[src/core/adcc_pkg.sv]
/*
 * Shared constants for the converter control block: register offsets, control and
 * configuration bit positions, offset slot fields, resolution codes and bus states.
 * Assumes a 32-bit AHB-Lite bus with one aligned word per register.
 */
package adcc_pkg;
    // ----------------------------------------------------------------
    // register byte offsets
    // ----------------------------------------------------------------
    localparam logic [7:0] OFS_CTRL = 8'h00;
    localparam logic [7:0] OFS_CFG = 8'h04;
    localparam logic [7:0] OFS_DIFF = 8'h08;
    localparam logic [7:0] OFS_JSEQ = 8'h0c;
    localparam logic [7:0] OFS_SLOT0 = 8'h10;
    localparam logic [7:0] OFS_RRES = 8'h20;
    localparam logic [7:0] OFS_JRES0 = 8'h24;
    localparam logic [7:0] OFS_STAT = 8'h34;
    localparam logic [7:0] OFS_MASK = 8'h38;
    localparam int NUM_SLOTS = 4;
    localparam int NUM_RANKS = 4;
    // ----------------------------------------------------------------
    // control register bits
    // ----------------------------------------------------------------
    localparam int CTL_ON = 0;
    localparam int CTL_CAL = 1;
    localparam int CTL_RSTART = 2;
    localparam int CTL_JSTART = 3;
    localparam int CTL_RSTOP = 4;
    localparam int CTL_JSTOP = 5;
    localparam int CTL_DIS = 6;
    localparam int CTL_W = 7;
    localparam logic [CTL_W-1:0] CTL_RST = 7'h00;
    // ----------------------------------------------------------------
    // configuration register bits
    // ----------------------------------------------------------------
    localparam int CFG_ALIGN = 0;
    localparam int CFG_RES_LO = 1;
    localparam int CFG_ROVS = 3;
    localparam int CFG_JOVS = 4;
    localparam int CFG_W = 5;
    localparam logic [CFG_W-1:0] CFG_RST = 5'h00;
    localparam logic [1:0] RES_12 = 2'h0;
    localparam logic [1:0] RES_10 = 2'h1;
    localparam logic [1:0] RES_8 = 2'h2;
    localparam logic [1:0] RES_6 = 2'h3;
    // ----------------------------------------------------------------
    // offset slot fields, status bits
    // ----------------------------------------------------------------
    localparam int SLOT_ON = 31;
    localparam int SLOT_CH_HI = 30;
    localparam int SLOT_CH_LO = 26;
    localparam int SLOT_VAL_HI = 11;
    localparam logic [31:0] SLOT_RST = 32'h0000_0000;
    localparam int ST_RDONE = 0;
    localparam int ST_JDONE = 1;
    localparam int ST_W = 2;
    localparam logic [ST_W-1:0] ST_RST = 2'h0;
    localparam logic [15:0] RESULT_RST = 16'h0000;
    // ----------------------------------------------------------------
    // bus slave states
    // ----------------------------------------------------------------
    typedef enum logic [3:0] {
        BUS_IDLE = 4'b0001,
        BUS_WRITE = 4'b0010,
        BUS_RWAIT = 4'b0100,
        BUS_RDONE = 4'b1000
    } adcc_bus_type;
endpackage : adcc_pkg

[src/core/adcc_result_fmt.sv]
/*
 * Result formatter: applies the per-channel offset, sign extension and alignment to
 * one raw conversion value. Purely combinational; the caller registers the result.
 * Assumes raw data arrive right-aligned at the programmed resolution.
 */
`timescale 1ns/1ns
`default_nettype none
module adcc_result_fmt import adcc_pkg::*; (
    input wire logic [15:0] raw,
    input wire logic [4:0] channel,
    input wire logic [1:0] resolution,
    input wire logic align_left,
    input wire logic oversample,
    input wire logic [31:0] slots [NUM_SLOTS],
    output logic [15:0] result
);
    function automatic logic [4:0] res_bits(input logic [1:0] res);
        unique case (res)
            RES_12: res_bits = 5'd12;
            RES_10: res_bits = 5'd10;
            RES_8: res_bits = 5'd8;
            default: res_bits = 5'd6;
        endcase
    endfunction : res_bits

    always_comb begin
        logic hit;
        logic [11:0] ofs;
        logic [4:0] bits;
        logic [4:0] sh;
        logic [4:0] width;
        logic [11:0] left12;
        logic [12:0] diff;
        logic [15:0] val;
        hit = 1'b0;
        ofs = 12'h000;
        width = 5'd0;
        left12 = 12'h000;
        diff = 13'h0000;
        val = 16'h0000;
        bits = res_bits(resolution);
        sh = 5'd12 - bits;
        for (int i = 0; i < NUM_SLOTS; i++) begin
            // lowest matching slot wins
            if (!hit && slots[i][SLOT_ON] && slots[i][SLOT_CH_HI:SLOT_CH_LO] == channel) begin
                hit = 1'b1;
                ofs = slots[i][SLOT_VAL_HI:0];
            end
        end
        if (oversample) begin
            hit = 1'b0;
        end
        // subtract on left-aligned raw data
        left12 = 12'(raw[11:0] << sh);
        diff = {1'b0, left12} - {1'b0, ofs};
        if (hit) begin
            val = 16'($signed({{3{diff[12]}}, diff}) >>> sh);
        end else begin
            val = {4'h0, raw[11:0]};
        end
        width = bits + {4'h0, hit};
        if (oversample) begin
            result = raw;
        end else if (align_left) begin
            if (resolution == RES_6) begin
                result = 16'(val << (5'd8 - width));
            end else begin
                result = 16'(val << (5'd16 - width));
            end
        end else begin
            result = val;
        end
    end
endmodule : adcc_result_fmt
`default_nettype wire

[src/core/adcc_ctrl.sv]
/*
 * Converter control block: AHB-Lite register slave holding control, configuration,
 * differential select, injected sequence and four offset slots; stores formatted
 * regular and injected results on conversion-done pulses while on; sticky event status with
 * mask and one level interrupt.
 * Assumes the converter core runs on hclk and gives one-cycle done pulses.
 */
`timescale 1ns/1ns
`default_nettype none
// How it works
// - forbidden writes unblocked; writing zero to whole control register recovers
// - regular done while on stores the converted value into the regular result
// - injected done while on stores the value into that rank's injected result
// - alignment bit picks right or left justification
// - left justification fills the half-word, or the byte at 6-bit
// - oversampling forces right justification
// - four offset slots: enable, 5-bit channel, 12-bit value subtracted
// - offset results are signed with sign extended upward
// - oversampling disables every offset slot
module adcc_ctrl import adcc_pkg::*; (
    input wire logic hclk,
    input wire logic hresetn,
    input wire logic hsel,
    input wire logic [31:0] haddr,
    input wire logic [1:0] htrans,
    input wire logic hwrite,
    input wire logic [2:0] hsize,
    input wire logic [31:0] hwdata,
    input wire logic hready,
    output logic [31:0] hrdata,
    output logic hreadyout,
    output logic hresp,
    input wire logic regular_done,
    input wire logic [4:0] regular_channel,
    input wire logic [15:0] regular_data,
    input wire logic injected_conversion_done,
    input wire logic [1:0] injected_rank,
    input wire logic [4:0] injected_channel,
    input wire logic [15:0] injected_data,
    output logic converter_on,
    output logic calibrate_trigger,
    output logic regular_start,
    output logic injected_start,
    output logic regular_stop,
    output logic injected_stop,
    output logic disable_request,
    output logic [15:0] differential_select,
    output logic irq
);
    // ----------------------------------------------------------------
    // bus slave
    // ----------------------------------------------------------------
    adcc_bus_type bus_ff, nxt_bus;
    logic [7:0] addr_ff, nxt_addr;
    logic [31:0] hrdata_ff, nxt_hrdata;
    logic hreadyout_ff, nxt_hreadyout;
    logic accept;
    logic [31:0] rd_word;
    logic wr_hit;

    assign accept = hsel && htrans[1] && hready;
    assign wr_hit = (bus_ff == BUS_WRITE);

    always_comb begin
        nxt_bus = BUS_IDLE;
        nxt_addr = addr_ff;
        nxt_hrdata = hrdata_ff;
        nxt_hreadyout = 1'b1;
        unique case (bus_ff)
            BUS_RWAIT: begin
                // one wait state so a preceding write is visible
                nxt_hrdata = rd_word;
                nxt_bus = BUS_RDONE;
            end
            BUS_IDLE, BUS_WRITE, BUS_RDONE: begin
                if (accept) begin
                    nxt_addr = haddr[7:0];
                    nxt_bus = hwrite ? BUS_WRITE : BUS_RWAIT;
                    nxt_hreadyout = hwrite;
                end
            end
        endcase
    end

    always_ff @(posedge hclk or negedge hresetn) begin
        if (!hresetn) begin
            bus_ff <= BUS_IDLE;
            addr_ff <= 8'h00;
            hrdata_ff <= 32'h0000_0000;
            hreadyout_ff <= 1'b1;
        end else begin
            bus_ff <= nxt_bus;
            addr_ff <= nxt_addr;
            hrdata_ff <= nxt_hrdata;
            hreadyout_ff <= nxt_hreadyout;
        end
    end

    assign hrdata = hrdata_ff;
    assign hreadyout = hreadyout_ff;
    assign hresp = 1'b0;

    // ----------------------------------------------------------------
    // registers and result storage
    // ----------------------------------------------------------------
    logic [CTL_W-1:0] ctl_ff, nxt_ctl;
    logic [CFG_W-1:0] cfg_ff, nxt_cfg;
    logic [15:0] diff_ff, nxt_diff;
    logic [31:0] jseq_ff, nxt_jseq;
    logic [31:0] slot_ff [NUM_SLOTS];
    logic [31:0] nxt_slot [NUM_SLOTS];
    logic [15:0] rres_ff, nxt_rres;
    logic [15:0] jres_ff [NUM_RANKS];
    logic [15:0] nxt_jres [NUM_RANKS];
    logic [ST_W-1:0] stat_ff, nxt_stat;
    logic [ST_W-1:0] mask_ff, nxt_mask;
    logic irq_ff, nxt_irq;
    logic [15:0] fmt_reg, fmt_inj;
    logic ovs;

    assign ovs = cfg_ff[CFG_ROVS] || cfg_ff[CFG_JOVS];

    adcc_result_fmt u_fmt_reg (
        .raw(regular_data),
        .channel(regular_channel),
        .resolution(cfg_ff[CFG_RES_LO+1:CFG_RES_LO]),
        .align_left(cfg_ff[CFG_ALIGN]),
        .oversample(ovs),
        .slots(slot_ff),
        .result(fmt_reg)
    );

    adcc_result_fmt u_fmt_inj (
        .raw(injected_data),
        .channel(injected_channel),
        .resolution(cfg_ff[CFG_RES_LO+1:CFG_RES_LO]),
        .align_left(cfg_ff[CFG_ALIGN]),
        .oversample(ovs),
        .slots(slot_ff),
        .result(fmt_inj)
    );

    always_comb begin
        rd_word = 32'h0000_0000;
        if (addr_ff == OFS_CTRL) rd_word = 32'(ctl_ff);
        if (addr_ff == OFS_CFG) rd_word = 32'(cfg_ff);
        if (addr_ff == OFS_DIFF) rd_word = 32'(diff_ff);
        if (addr_ff == OFS_JSEQ) rd_word = jseq_ff;
        if (addr_ff == OFS_RRES) rd_word = 32'(rres_ff);
        if (addr_ff == OFS_STAT) rd_word = 32'(stat_ff);
        if (addr_ff == OFS_MASK) rd_word = 32'(mask_ff);
        for (int i = 0; i < NUM_SLOTS; i++) begin
            if (addr_ff == OFS_SLOT0 + 8'(4 * i)) rd_word = slot_ff[i];
            if (addr_ff == OFS_JRES0 + 8'(4 * i)) rd_word = 32'(jres_ff[i]);
        end
    end

    always_comb begin
        nxt_ctl = ctl_ff;
        nxt_cfg = cfg_ff;
        nxt_diff = diff_ff;
        nxt_jseq = jseq_ff;
        nxt_slot = slot_ff;
        nxt_rres = rres_ff;
        nxt_jres = jres_ff;
        nxt_mask = mask_ff;
        nxt_stat = stat_ff;
        // hardware completion of one-cycle requests
        nxt_ctl[CTL_CAL] = 1'b0;
        if (ctl_ff[CTL_RSTOP]) begin
            nxt_ctl[CTL_RSTART] = 1'b0;
            nxt_ctl[CTL_RSTOP] = 1'b0;
        end
        if (ctl_ff[CTL_JSTOP]) begin
            nxt_ctl[CTL_JSTART] = 1'b0;
            nxt_ctl[CTL_JSTOP] = 1'b0;
        end
        if (ctl_ff[CTL_DIS]) begin
            nxt_ctl = CTL_RST;
        end
        if (wr_hit) begin
            // writes are not checked against the current state
            if (addr_ff == OFS_CTRL) begin
                if (hwdata[CTL_W-1:0] == CTL_RST) begin
                    nxt_ctl = CTL_RST;
                end else begin
                    nxt_ctl[CTL_ON] = hwdata[CTL_ON];
                    nxt_ctl[CTL_CAL] = hwdata[CTL_CAL];
                    nxt_ctl[CTL_RSTART] = ctl_ff[CTL_RSTART] | hwdata[CTL_RSTART];
                    nxt_ctl[CTL_JSTART] = ctl_ff[CTL_JSTART] | hwdata[CTL_JSTART];
                    nxt_ctl[CTL_RSTOP] = hwdata[CTL_RSTOP];
                    nxt_ctl[CTL_JSTOP] = hwdata[CTL_JSTOP];
                    nxt_ctl[CTL_DIS] = hwdata[CTL_DIS];
                end
            end
            if (addr_ff == OFS_CFG) nxt_cfg = hwdata[CFG_W-1:0];
            if (addr_ff == OFS_DIFF) nxt_diff = hwdata[15:0];
            if (addr_ff == OFS_JSEQ) nxt_jseq = hwdata;
            if (addr_ff == OFS_MASK) nxt_mask = hwdata[ST_W-1:0];
            if (addr_ff == OFS_STAT) nxt_stat = stat_ff & ~hwdata[ST_W-1:0];
            for (int i = 0; i < NUM_SLOTS; i++) begin
                if (addr_ff == OFS_SLOT0 + 8'(4 * i)) begin
                    nxt_slot[i] = {hwdata[SLOT_ON:SLOT_CH_LO], 14'h0000, hwdata[SLOT_VAL_HI:0]};
                end
            end
        end
        // events win over a clear in the same cycle
        if (regular_done && ctl_ff[CTL_ON]) begin
            nxt_rres = fmt_reg;
            nxt_stat[ST_RDONE] = 1'b1;
        end
        if (injected_conversion_done && ctl_ff[CTL_ON]) begin
            nxt_jres[injected_rank] = fmt_inj;
            nxt_stat[ST_JDONE] = 1'b1;
        end
        nxt_irq = |(nxt_stat & nxt_mask);
    end

    always_ff @(posedge hclk or negedge hresetn) begin
        if (!hresetn) begin
            ctl_ff <= CTL_RST;
            cfg_ff <= CFG_RST;
            diff_ff <= 16'h0000;
            jseq_ff <= 32'h0000_0000;
            rres_ff <= RESULT_RST;
            stat_ff <= ST_RST;
            mask_ff <= ST_RST;
            irq_ff <= 1'b0;
            for (int i = 0; i < NUM_SLOTS; i++) begin
                slot_ff[i] <= SLOT_RST;
                jres_ff[i] <= RESULT_RST;
            end
        end else begin
            ctl_ff <= nxt_ctl;
            cfg_ff <= nxt_cfg;
            diff_ff <= nxt_diff;
            jseq_ff <= nxt_jseq;
            rres_ff <= nxt_rres;
            stat_ff <= nxt_stat;
            mask_ff <= nxt_mask;
            irq_ff <= nxt_irq;
            slot_ff <= nxt_slot;
            jres_ff <= nxt_jres;
        end
    end

    assign converter_on = ctl_ff[CTL_ON];
    assign calibrate_trigger = ctl_ff[CTL_CAL];
    assign regular_start = ctl_ff[CTL_RSTART];
    assign injected_start = ctl_ff[CTL_JSTART];
    assign regular_stop = ctl_ff[CTL_RSTOP];
    assign injected_stop = ctl_ff[CTL_JSTOP];
    assign disable_request = ctl_ff[CTL_DIS];
    assign differential_select = diff_ff;
    assign irq = irq_ff;

    logic no_slot;
    logic [12:0] chk_diff;
    assign no_slot = !(slot_ff[0][SLOT_ON] || slot_ff[1][SLOT_ON] || slot_ff[2][SLOT_ON] || slot_ff[3][SLOT_ON]);
    assign chk_diff = {1'b0, regular_data[11:0]} - {1'b0, slot_ff[0][SLOT_VAL_HI:0]};
endmodule : adcc_ctrl
`default_nettype wire

[config.mk]
export PLATFORM = sky130hd
export DESIGN_NAME = adcc_ctrl
export DESIGN_NICKNAME = d
export VERILOG_FILES = /design/src/core/adcc_pkg.sv /design/src/core/adcc_result_fmt.sv /design/src/core/adcc_ctrl.sv
export SDC_FILE = /design/constraint.sdc
export NUM_CORES = 1
export LEC_CHECK = 0
export BUFFER_PORTS_ARGS = -buffer_cell sky130_fd_sc_hd__buf_4
export CORE_UTILIZATION = 65
export DETAILED_ROUTE_END_ITERATION = 6
export PLACE_DENSITY = 0.86
export SLEW_MARGIN = 20
export SYNTH_ARGS = -nofsm -noshare
export SYNTH_HDL_FRONTEND = slang
export SYNTH_SLANG_ARGS = --single-unit
[constraint.sdc]
create_clock -name hclk -period 13.1 [get_ports hclk]
set_input_delay 0.655 -clock hclk [delete_from_list [all_inputs] [get_ports hclk]]
set_output_delay 0.655 -clock hclk [all_outputs]
set_load 0.05 [all_outputs]
==> results.md, run 1 <==
* Status: finished with violations
* Violations in the final reports: design-rule violations
* Die ar. at approximately 27000 um2
* Mux cell area share after synthesis at roughly 12%
* Total leakage power at between 7 and 8 nW
* Seq/Total Area, Yosys at between 30 and 40%
* Clock buffer depth at 3
* Worst-path maximum fanout at 13
* Main flop type after synthesis: dfrtp_1
* Hold_buf cts at 0
* Syn Nets at approximately 1900
* Setup TNS at 0 ns
* Post-synth cell types at between 90 and 100
* Die Wd at approximately 160 um
* Vias at between 15000 and 20000
* Average cell area after synthesis at between 9 and 10 um2
* DR WL/cell at around 28 um
* Starting DRT DRC Count at 2906
* Vias in the first global route at approximately 16000
* Core area at between 20000 and 30000 um2
* Number of synthesized register bits at around 260
* Gate power share at between 30% and 40%
* Fin crit share at between 50% and 60%
* TritonCTS clock tree: built
* Switching pwr at approximately 1.1 mW
* Adder-cell area share of the yosys netlist at 2.54%
* GP Congestion at slightly above 1
* Clock H-tree levels at 1
* CP Data Arrival Time at approximately 7.2 ns
* Hold_ws at 0.131 ns
* Cells after Synth at between 1500 and 2000
* Slew @ Worst Pin at 1.24 ns
* Total power at between 2 and 3 mW
* Layout cells sized above 1 at between 20 and 25%
* Largest net degree at the start of global routing at ~110
* Post-CTS Resized at 0
* Area taken by multi-input logic gates at between 9000 and 10000 um2
* Max-slew violations at 0
* Max_cap viols at 0
* Clock edge transition at the registers on the reported setup and hold paths at 0.06 ns
* Synth Area in Compound Gates at about a quarter
* VDD IR max at around 0.00016 V
* Synth warn at 0
* Startpoint types: flop
* Root Driver: clkbuf_16
* Reg area at 6560 um2
* Net Sw Frac at between 30% and 40%
* Final Routed Wirelength at 62800 um
* Peak Freq at 148 MHz
* Initial antenna violation count at 1
* Mapped cell area at between 15000 and 20000 um2
* Setup CP Type: reg -> reg
* Post-synth EDFFs at 0
* DR vias/cell at between 7 and 8
* XOR/XNOR Fraction of Synth Area at approximately 2.8%
* Post-CTS setup repair buffer count at 0
* Synthesized-area fraction occupied by and/or/nand/nor cells at a little over an eighth
* Main combinational cell family by area after synthesis: compound AO/OA/AOI/OAI gates
* P_int at ~1.7 mW
* GR Overflow Total at 0
* Clock network power share at between 20% and 30%
* Clk_lat worst skew at 0.54 ns
* WP data required at 13.58 ns
* TritonRoute pass-1 iters at 7
* # setup viols final at 0
* Final #Nets at 2009
* Die Span Y at roughly 160 um
* Synthesis-to-layout area growth at 12.9%
* RSZ-0062 raised after global routing: no
* First-pass GRT wire length at about 95000 um
* Row cnt at 58
* Global Route Usage Sum at between 40% and 50%
* DR DRC count at 21
* Layout Cells excl Fill at roughly 2200
* Placed Cells at ~2200
* Final Hold Viols at 0
* IO Pins at 178
* Num Clock Sinks at ~260
* CP endpoint kind: flop
* Initial core utilization at between 60% and 70%
* ANT nets after route at 0
* IO Port Bufs at 148
* Final HPWL DP at between 40000 and 50000 um
* Flop pwr share at approximately two fifths
* Min cycle time layout at slightly below 7 ns
* Number of CTS-inserted buffers at 27
* Ys async rst share at 100%
* Fill cells at 1721
* Hold Crit Class: in -> async
* Pwr/cell area at between 100 and 150 nW/um2
* Relative slew margins at approximately 16%
* Max Clock Skew at 0.0275 ns
-- sequential cells by signal, indices dropped and copies added (netlist names) --
signal / cells
jres_ff: 64
hreadyout: 1
irq: 1
addr_ff: 8
differential_select: 16
mask_ff: 2
stat_ff: 2
jseq_ff: 32
hrdata: 32
slot_ff: 72
bus_ff: 4
cfg_ff: 5
rres_ff: 16
ctl_ff: 7
-- cells in the final DEF (no fill, tap or decap), types with 14 or more instances in the layout --
cell type  synthesis  layout
ha_1              31      31
mux2_2           151     151
o211ai_1          23      23
clkbuf_16          0      27
a222oi_1          30      30
o21ai_1           26      26
a21oi_1           68      68
nor3_1            34      33
a22oi_1           33      33
nor4_1            15      14
buf_4              2     175
o22ai_1           19      19
a221oi_1          36      36
a211oi_1          25      25
nor2_1           124     119
nand2_1          176     175
a22o_1            39      39
a31oi_1           49      49
inv_1             19      19
nand3_1           43      43
mux4_2            14      14
a21boi_0          15      15
o31ai_1           29      29
o21a_1            17      17
xor2_1            40      39
nand4_1           14      14
dfrtp_1          260     260
o21ai_0           93      93
-- cells in the mapped netlist (23+ instances only) --
cell type    n  area share (%)
nand3_1     43             1.3
a22oi_1     33             1.5
a221oi_1    36             1.9
mux2_2     151              10
nand2_1    176             3.9
ha_1        31             2.3
a211oi_1    25             1.1
nor3_1      34             1.0
a21oi_1     68             2.0
a22o_1      39             2.0
o31ai_1     29             1.3
clkbuf_1    96             2.1
dfrtp_1    260              39
o21ai_0     93             2.8
xor2_1      40             2.1
o211ai_1    23             1.0
a222oi_1    30             1.8
a31oi_1     49             1.8
o21ai_1     26            0.77
nor2_1     124             2.8
-- worst max-delay path, cell delays in order (launching register included) --
cell       delay, ns
dfrtp_1         0.46
xor2_1          0.19
nor4_1          0.42
and3_1          0.76
nor2_2          0.36
a22o_1          0.29
a221oi_1        0.74
ha_1            0.47
and3_1          0.26
a221oi_2        0.44
o31a_1          0.40
a21oi_1         0.17
a2111oi_2       0.49
nor3_1          0.11
o41ai_2         0.85
mux2_2          0.30
-- cells by family (layout without fill, tap and decap cells) --
| kind of cell | count (synthesis) | in the layout |
|---|---|---|
| AO/OA/AOI/OAI | 618 | 618 |
| XOR/XNOR | 53 | 53 |
| adder cells (fa/ha/maj) | 33 | 33 |
| buffers and inverters | 145 | 248 |
| flip-flops | 262 | 262 |
| multiplexers | 173 | 173 |
| other | 1 | 3 |
| AND/OR/NAND/NOR | 486 | 486 |
-- stage by stage --
| step | setup slack, ns | instance area [um2] | util (%) |
|---|---|---|---|
| finish | 6.34 | 19100 | 75.2 |
| detailed placement | 6.44 | 18200 | 71.7 |
| global route | 6.29 | 19100 | 75.2 |
| CTS | 6.64 | 19000 | 75.2 |
| floorplan | 7.93 | 16900 | - |
| global placement | 6.49 | 18200 | 71.7 |
-- final cells by class --
type	count	share of cell area, %
multi-input combinational	1364	51.3
sequential	262	34.4
timing repair buffer	177	7.03
clock buffer	38	4.02
tap	330	2.17
clock inverter	9	0.565
inverter	24	0.499
antenna	2	0.0263
-- power groups by stage --
stage               clock network (mW)  registers, mW  logic (mW)
detailed placement                   0           1.07       0.878
floorplan                            0           1.15       0.496
global route                     0.796           1.09       0.976
global placement                     0           1.06       0.856
finish                           0.773           1.08       0.919
CTS                              0.765           1.07       0.894
-- per-layer routing --
layer | global-route usage (%) | vias to the layer above | share of wire [%]
met2 | 69.8 | 1414 | 44
met5 | 0 | - | 0
met4 | 27.3 | 0 | 6.5
met3 | 14.0 | 347 | 14
met1 | 60.5 | 8069 | 36
li1 | - | 7028 | -
-- final timing paths --
check	start	slack (ns)	endpoint	cells past startpoint
worst max-delay path	slot_ff[124]$_DFFE_PN0P_	6.34	jres_ff[15]$_DFFE_PN0P_	15
worst min-delay path	hresetn	0.13	ctl_ff[5]$_DFF_PN0_	1
worst max register to register	slot_ff[124]$_DFFE_PN0P_	6.34	jres_ff[15]$_DFFE_PN0P_	15
worst min register to register	jres_ff[29]$_DFFE_PN0P_	0.48	jres_ff[29]$_DFFE_PN0P_	2
max in group asynchronous	hresetn	10.83	slot_ff[124]$_DFFE_PN0P_	3
min in group hclk	htrans[1]	0.33	bus_ff[0]$_DFF_PN1_	2
No activity file was read; power rests on OpenSTA's default activity.
==> inputs of run 2 (changes only) <==
ABC_AREA = 1   (was not set)
CORE_UTILIZATION = 54   (was 65)
PLACE_DENSITY = 0.76   (was 0.86)
clock period = 5.7 ns   (was 13.1 ns; I/O delays follow)
==> run 2 against run 1 <==
- the flow now finishes without violations
- routed wire length fell by 3.7%
- flip-flop and latch count did not move
- worst hold slack got worse by 0.12 ns
- non-clock buffer count rose by 26
- clock skew fell by 0.0034 ns
- first-iteration DRC count fell by 25%
- via count rose by 6.1%
- global-route usage fell by 8.1 points
- largest cell class unchanged
- highest routed layer is now met5
==> results.md, run 2 <==
* Status: completed
* GP Congestion at 0.980 (-3.8%)
* Largest stage delay, worst path at 0.69 ns (-0.16 ns)
* DR DRC count at 0 (-100%)
* Synthesis-to-layout area growth at 16.0%
* Min cycle time layout at 5.06 ns (-1.70 ns)
* # setup viols final at 0 (unchanged)
* GR Overflow Total at 0 (unchanged)
* Worst-path maximum fanout at 39 (+26)
* Clock edge transition at the registers on the reported setup and hold paths at 0.06 ns (about the same)
* Average cell area after synthesis at 6.87 um2 (-28%)
* Total leakage power at 10.1 nW (+30%)
* Commonest non-fill, non-tap cell in the layout: nand2_1
* WP buf/inv at 4 (+4)
* Die ar. at 31300 um2 (+18%)
* Row cnt at 63 (+8.6%)
* WP data required at 6.17 ns (-7.41 ns)
* Most common cell in the netlist: nand2_1
* Mapped cell area at 16500 um2 (-1.9%)
* Max_cap viols at 0 (unchanged)
* Fin crit share at 88.8% (+37 points)
* Number of flip-flops in the largest register at 72 (unchanged)
* Slew @ Worst Pin at 1.11 ns (-0.135 ns)
* Vias at 17900 (+6.1%)
* CP endpoint kind: flop
* Post-synth EDFFs at 0 (unchanged)
* Clock H-tree levels at 1 (unchanged)
* Setup TNS at 0 ns (unchanged)
* Pwr/cell area at 366 nW/um2 (+150%)
* Num Clock Sinks at 262 (unchanged)
* Largest net degree at the start of global routing at 136 (+25%)
* Die Span Y at 177 um (+8.5%)
* # diodes at 0 (-2)
* CP max-delay cell: ha_1
* Clock buffer depth at 3 (unchanged)
* Largest Register: slot_ff
* Post-CTS setup repair buffer count at 0 (unchanged)
* Startpoint types: flop
* Worst path cell trace: inv_1 -> ha_1 -> nand2_2 -> inv_1 -> or2_4 -> inv_2 -> o21ai_0 -> ha_1 -> nand2_1 -> inv_1 -> a21oi_1 -> nand3_1 -> nand3_1 -> nand2_1 -> nand2_1 -> nand2_1 -> nand2_1 -> nand3_1 -> nand2_1 -> nand2_1 -> o31ai_2 -> nand3_1 -> nand2_1
* Syn Nets at 2563 (+33%)
* Mux cell area share after synthesis at 0.0680% (-12 points)
* Core area at 29900 um2 (+18%)
* VDD IR max at 0.000353 V (+120%)
* Max Clock Skew at 0.0241 ns (-0.00342 ns)
* IO Port Bufs at 148 (unchanged)
* Post-CTS Resized at 0 (unchanged)
* Initial antenna violation count at 0 (-1)
* Layout cells sized above 1 at 11.2% (-11 points)
* Synth top area share at 39.3% (+0.76 points)
* Worst path top cell family by delay: simple AND/OR/NAND/NOR gates
* IO Pins at 178 (unchanged)
* Cells after Synth at 2410 (+36%)
* CP Data Arrival Time at 5.53 ns (-1.71 ns)
* Synth Area in Compound Gates at 15.9% (-11 points)
* Post-synth cell types at 53 (-45%)
* Root Driver: clkbuf_16
* Peak Freq at 198 MHz (+34%)
* Final Routed Wirelength at 60500 um (-3.7%)
* Hold Crit Class: in -> reg
* Clk_lat worst skew at 0.55 ns (about the same)
* ANT nets after route at 0 (unchanged)
* Main combinational cell family by area after synthesis: simple AND/OR/NAND/NOR gates
* Adder-cell area share of the yosys netlist at 2.59% (+0.050 points)
* Initial core utilization at 55.4% (-11 points)
* Synth warn at 0 (unchanged)
* TritonCTS clock tree: built
* DR WL/cell at 20.5 um (-28%)
* Most frequent cells in the layout: nand2_1, nand3_1, dfrtp_1
* First-pass GRT wire length at 92900 um (-1.9%)
* Relative slew margins at 26.1% (+9.7 points)
* Ys async rst share at 100% (unchanged)
* Most common cell on crit path: nand2_1
* Total power at 7.02 mW (+150%)
* Starting DRT DRC Count at 2190 (-25%)
* DR vias/cell at 6.05 (-21%)
* Dominant cells by area after synthesis: dfrtp_1, nand2_1, nand3_1
* Final Hold Viols at 0 (unchanged)
* Post-synth top area cell: dfrtp_1
* Seq/Total Area, Yosys at 39.6% (+0.76 points)
* TritonRoute pass-1 iters at 6 (-1)
* Max-slew violations at 0 (unchanged)
* RSZ-0062 raised after global routing: no
* Vias in the first global route at 16500 (+1.8%)
* Hold_ws at 0.00925 ns (-0.121 ns)
* Met3 usage at 10.7% (-3.3 points)
* Global Route Usage Sum at 38.8% (-8.1 points)
* Setup CP Type: reg -> reg
* Main flop type after synthesis: dfrtp_1
* Die Wd at 177 um (+8.5%)
* Final #Nets at 2697 (+34%)
* Post-synth top cells: nand2_1, nand3_1, dfrtp_1
* GR Util met2 at 58.3% (-11 points)
* Number of CTS-inserted buffers at 26 (-3.7%)
* Met1 GRT Util at 52.8% (-7.8 points)
* Largest registers: slot_ff x72, jres_ff x64
* Synthesized-area fraction occupied by and/or/nand/nor cells at 33.4% (+20 points)
* Hold_buf cts at 19 (+19)
* XOR/XNOR Fraction of Synth Area at 0.741% (-2.0 points)
* Number of synthesized register bits at 262 (unchanged)
* Final HPWL DP at 44200 um (+1.6%)
* GR peak layer: met2
run 2: cell types whose count changed after synthesis, sizes merged, moves of 24 or more:
cell    previous run  this run
nand2            177       854
nand3             43       270
inv               21       224
mux2             151         1
o21ai            120       248
a31oi             49        10
a21oi             68       102
a22o              39         5
a22oi             33         0
xor2              40         9
a222oi            30         0
a211oi            29         0
o31ai             30         2
nor3              35        11
run 2: where the power goes:
part / leakage (nW) / internal [mW] / total [mW] / switching, mW
Combinational: 6.73 / 0.888 / 2.82 / 1.94
Sequential: 2.86 / 2.11 / 2.30 / 0.183
Clock: 0.458 / 1.13 / 1.90 / 0.769
run 2: kinds of logic (layout without fill, tap and decap cells):
| logic type | Yosys count | count (layout) |
|---|---|---|
| compound gates | 463 | 463 |
| xor+xnor | 14 | 14 |
| fa+ha+maj | 33 | 33 |
| buf+inv | 324 | 478 |
| flops | 262 | 262 |
| mux | 1 | 1 |
| other cells | 1 | 1 |
| simple gates | 1312 | 1312 |
run 2: final cells by class:
cell class	instances	area, um2
fill	2734	10700
multi-input combinational	1824	8740
sequential	262	6560
timing repair buffer	203	1590
inverter	227	860
clock buffer	31	719
tap	390	488
clock inverter	17	234
run 2: worst register-to-register path, delay by kind of cell (launching register included):
kind | cells | cell delay (ns)
flops | 1 | 0.43
simple gates | 14 | 2.02
fa+ha+maj | 2 | 1.03
compound gates | 3 | 0.85
buf+inv | 4 | 0.67
run 2: per-stage QoR:
| stage | setup WS [ns] | instance area, um2 | instances | util [%] |
|---|---|---|---|---|
| final | 0.639 | 19200 | 2954 | 64.2 |
| after global routing | 0.233 | 19200 | 2954 | 64.2 |
| after CTS | 0.767 | 19200 | 2954 | 64.2 |
| after detailed placement | 0.788 | 18000 | 2887 | 60.4 |
| after global placement | 0.880 | 18000 | 2887 | 60.4 |
| after floorplan | 2.03 | 16500 | 2410 | - |
run 2: worst paths after layout:
check,from,to,slack (ns),depth (start not counted)
min reg2reg,addr_ff[0]$_DFFE_PN0P_,addr_ff[0]$_DFFE_PN0P_,0.48,2
max,cfg_ff[1]$_DFFE_PN0P_,jres_ff[2]$_DFFE_PN0P_,0.64,23
max reg2reg,cfg_ff[1]$_DFFE_PN0P_,jres_ff[2]$_DFFE_PN0P_,0.64,23
max in group asynchronous,hresetn,slot_ff[96]$_DFFE_PN0P_,4.05,3
min in group asynchronous,hresetn,slot_ff[124]$_DFFE_PN0P_,0.39,2
min,hwdata[21],jseq_ff[21]$_DFFE_PN0P_,0.009,3
run 2: metal layers:
| metal | part of all wire [%] | vias to the layer above | wire length (um) |
|---|---|---|---|
| li1 | - | 8254 | - |
| met1 | 41 | 8421 | 24600 |
| met2 | 43 | 1038 | 26100 |
| met3 | 12 | 166 | 7050 |
| met4 | 4.3 | 2 | 2570 |
| met5 | 0.16 | - | 96 |
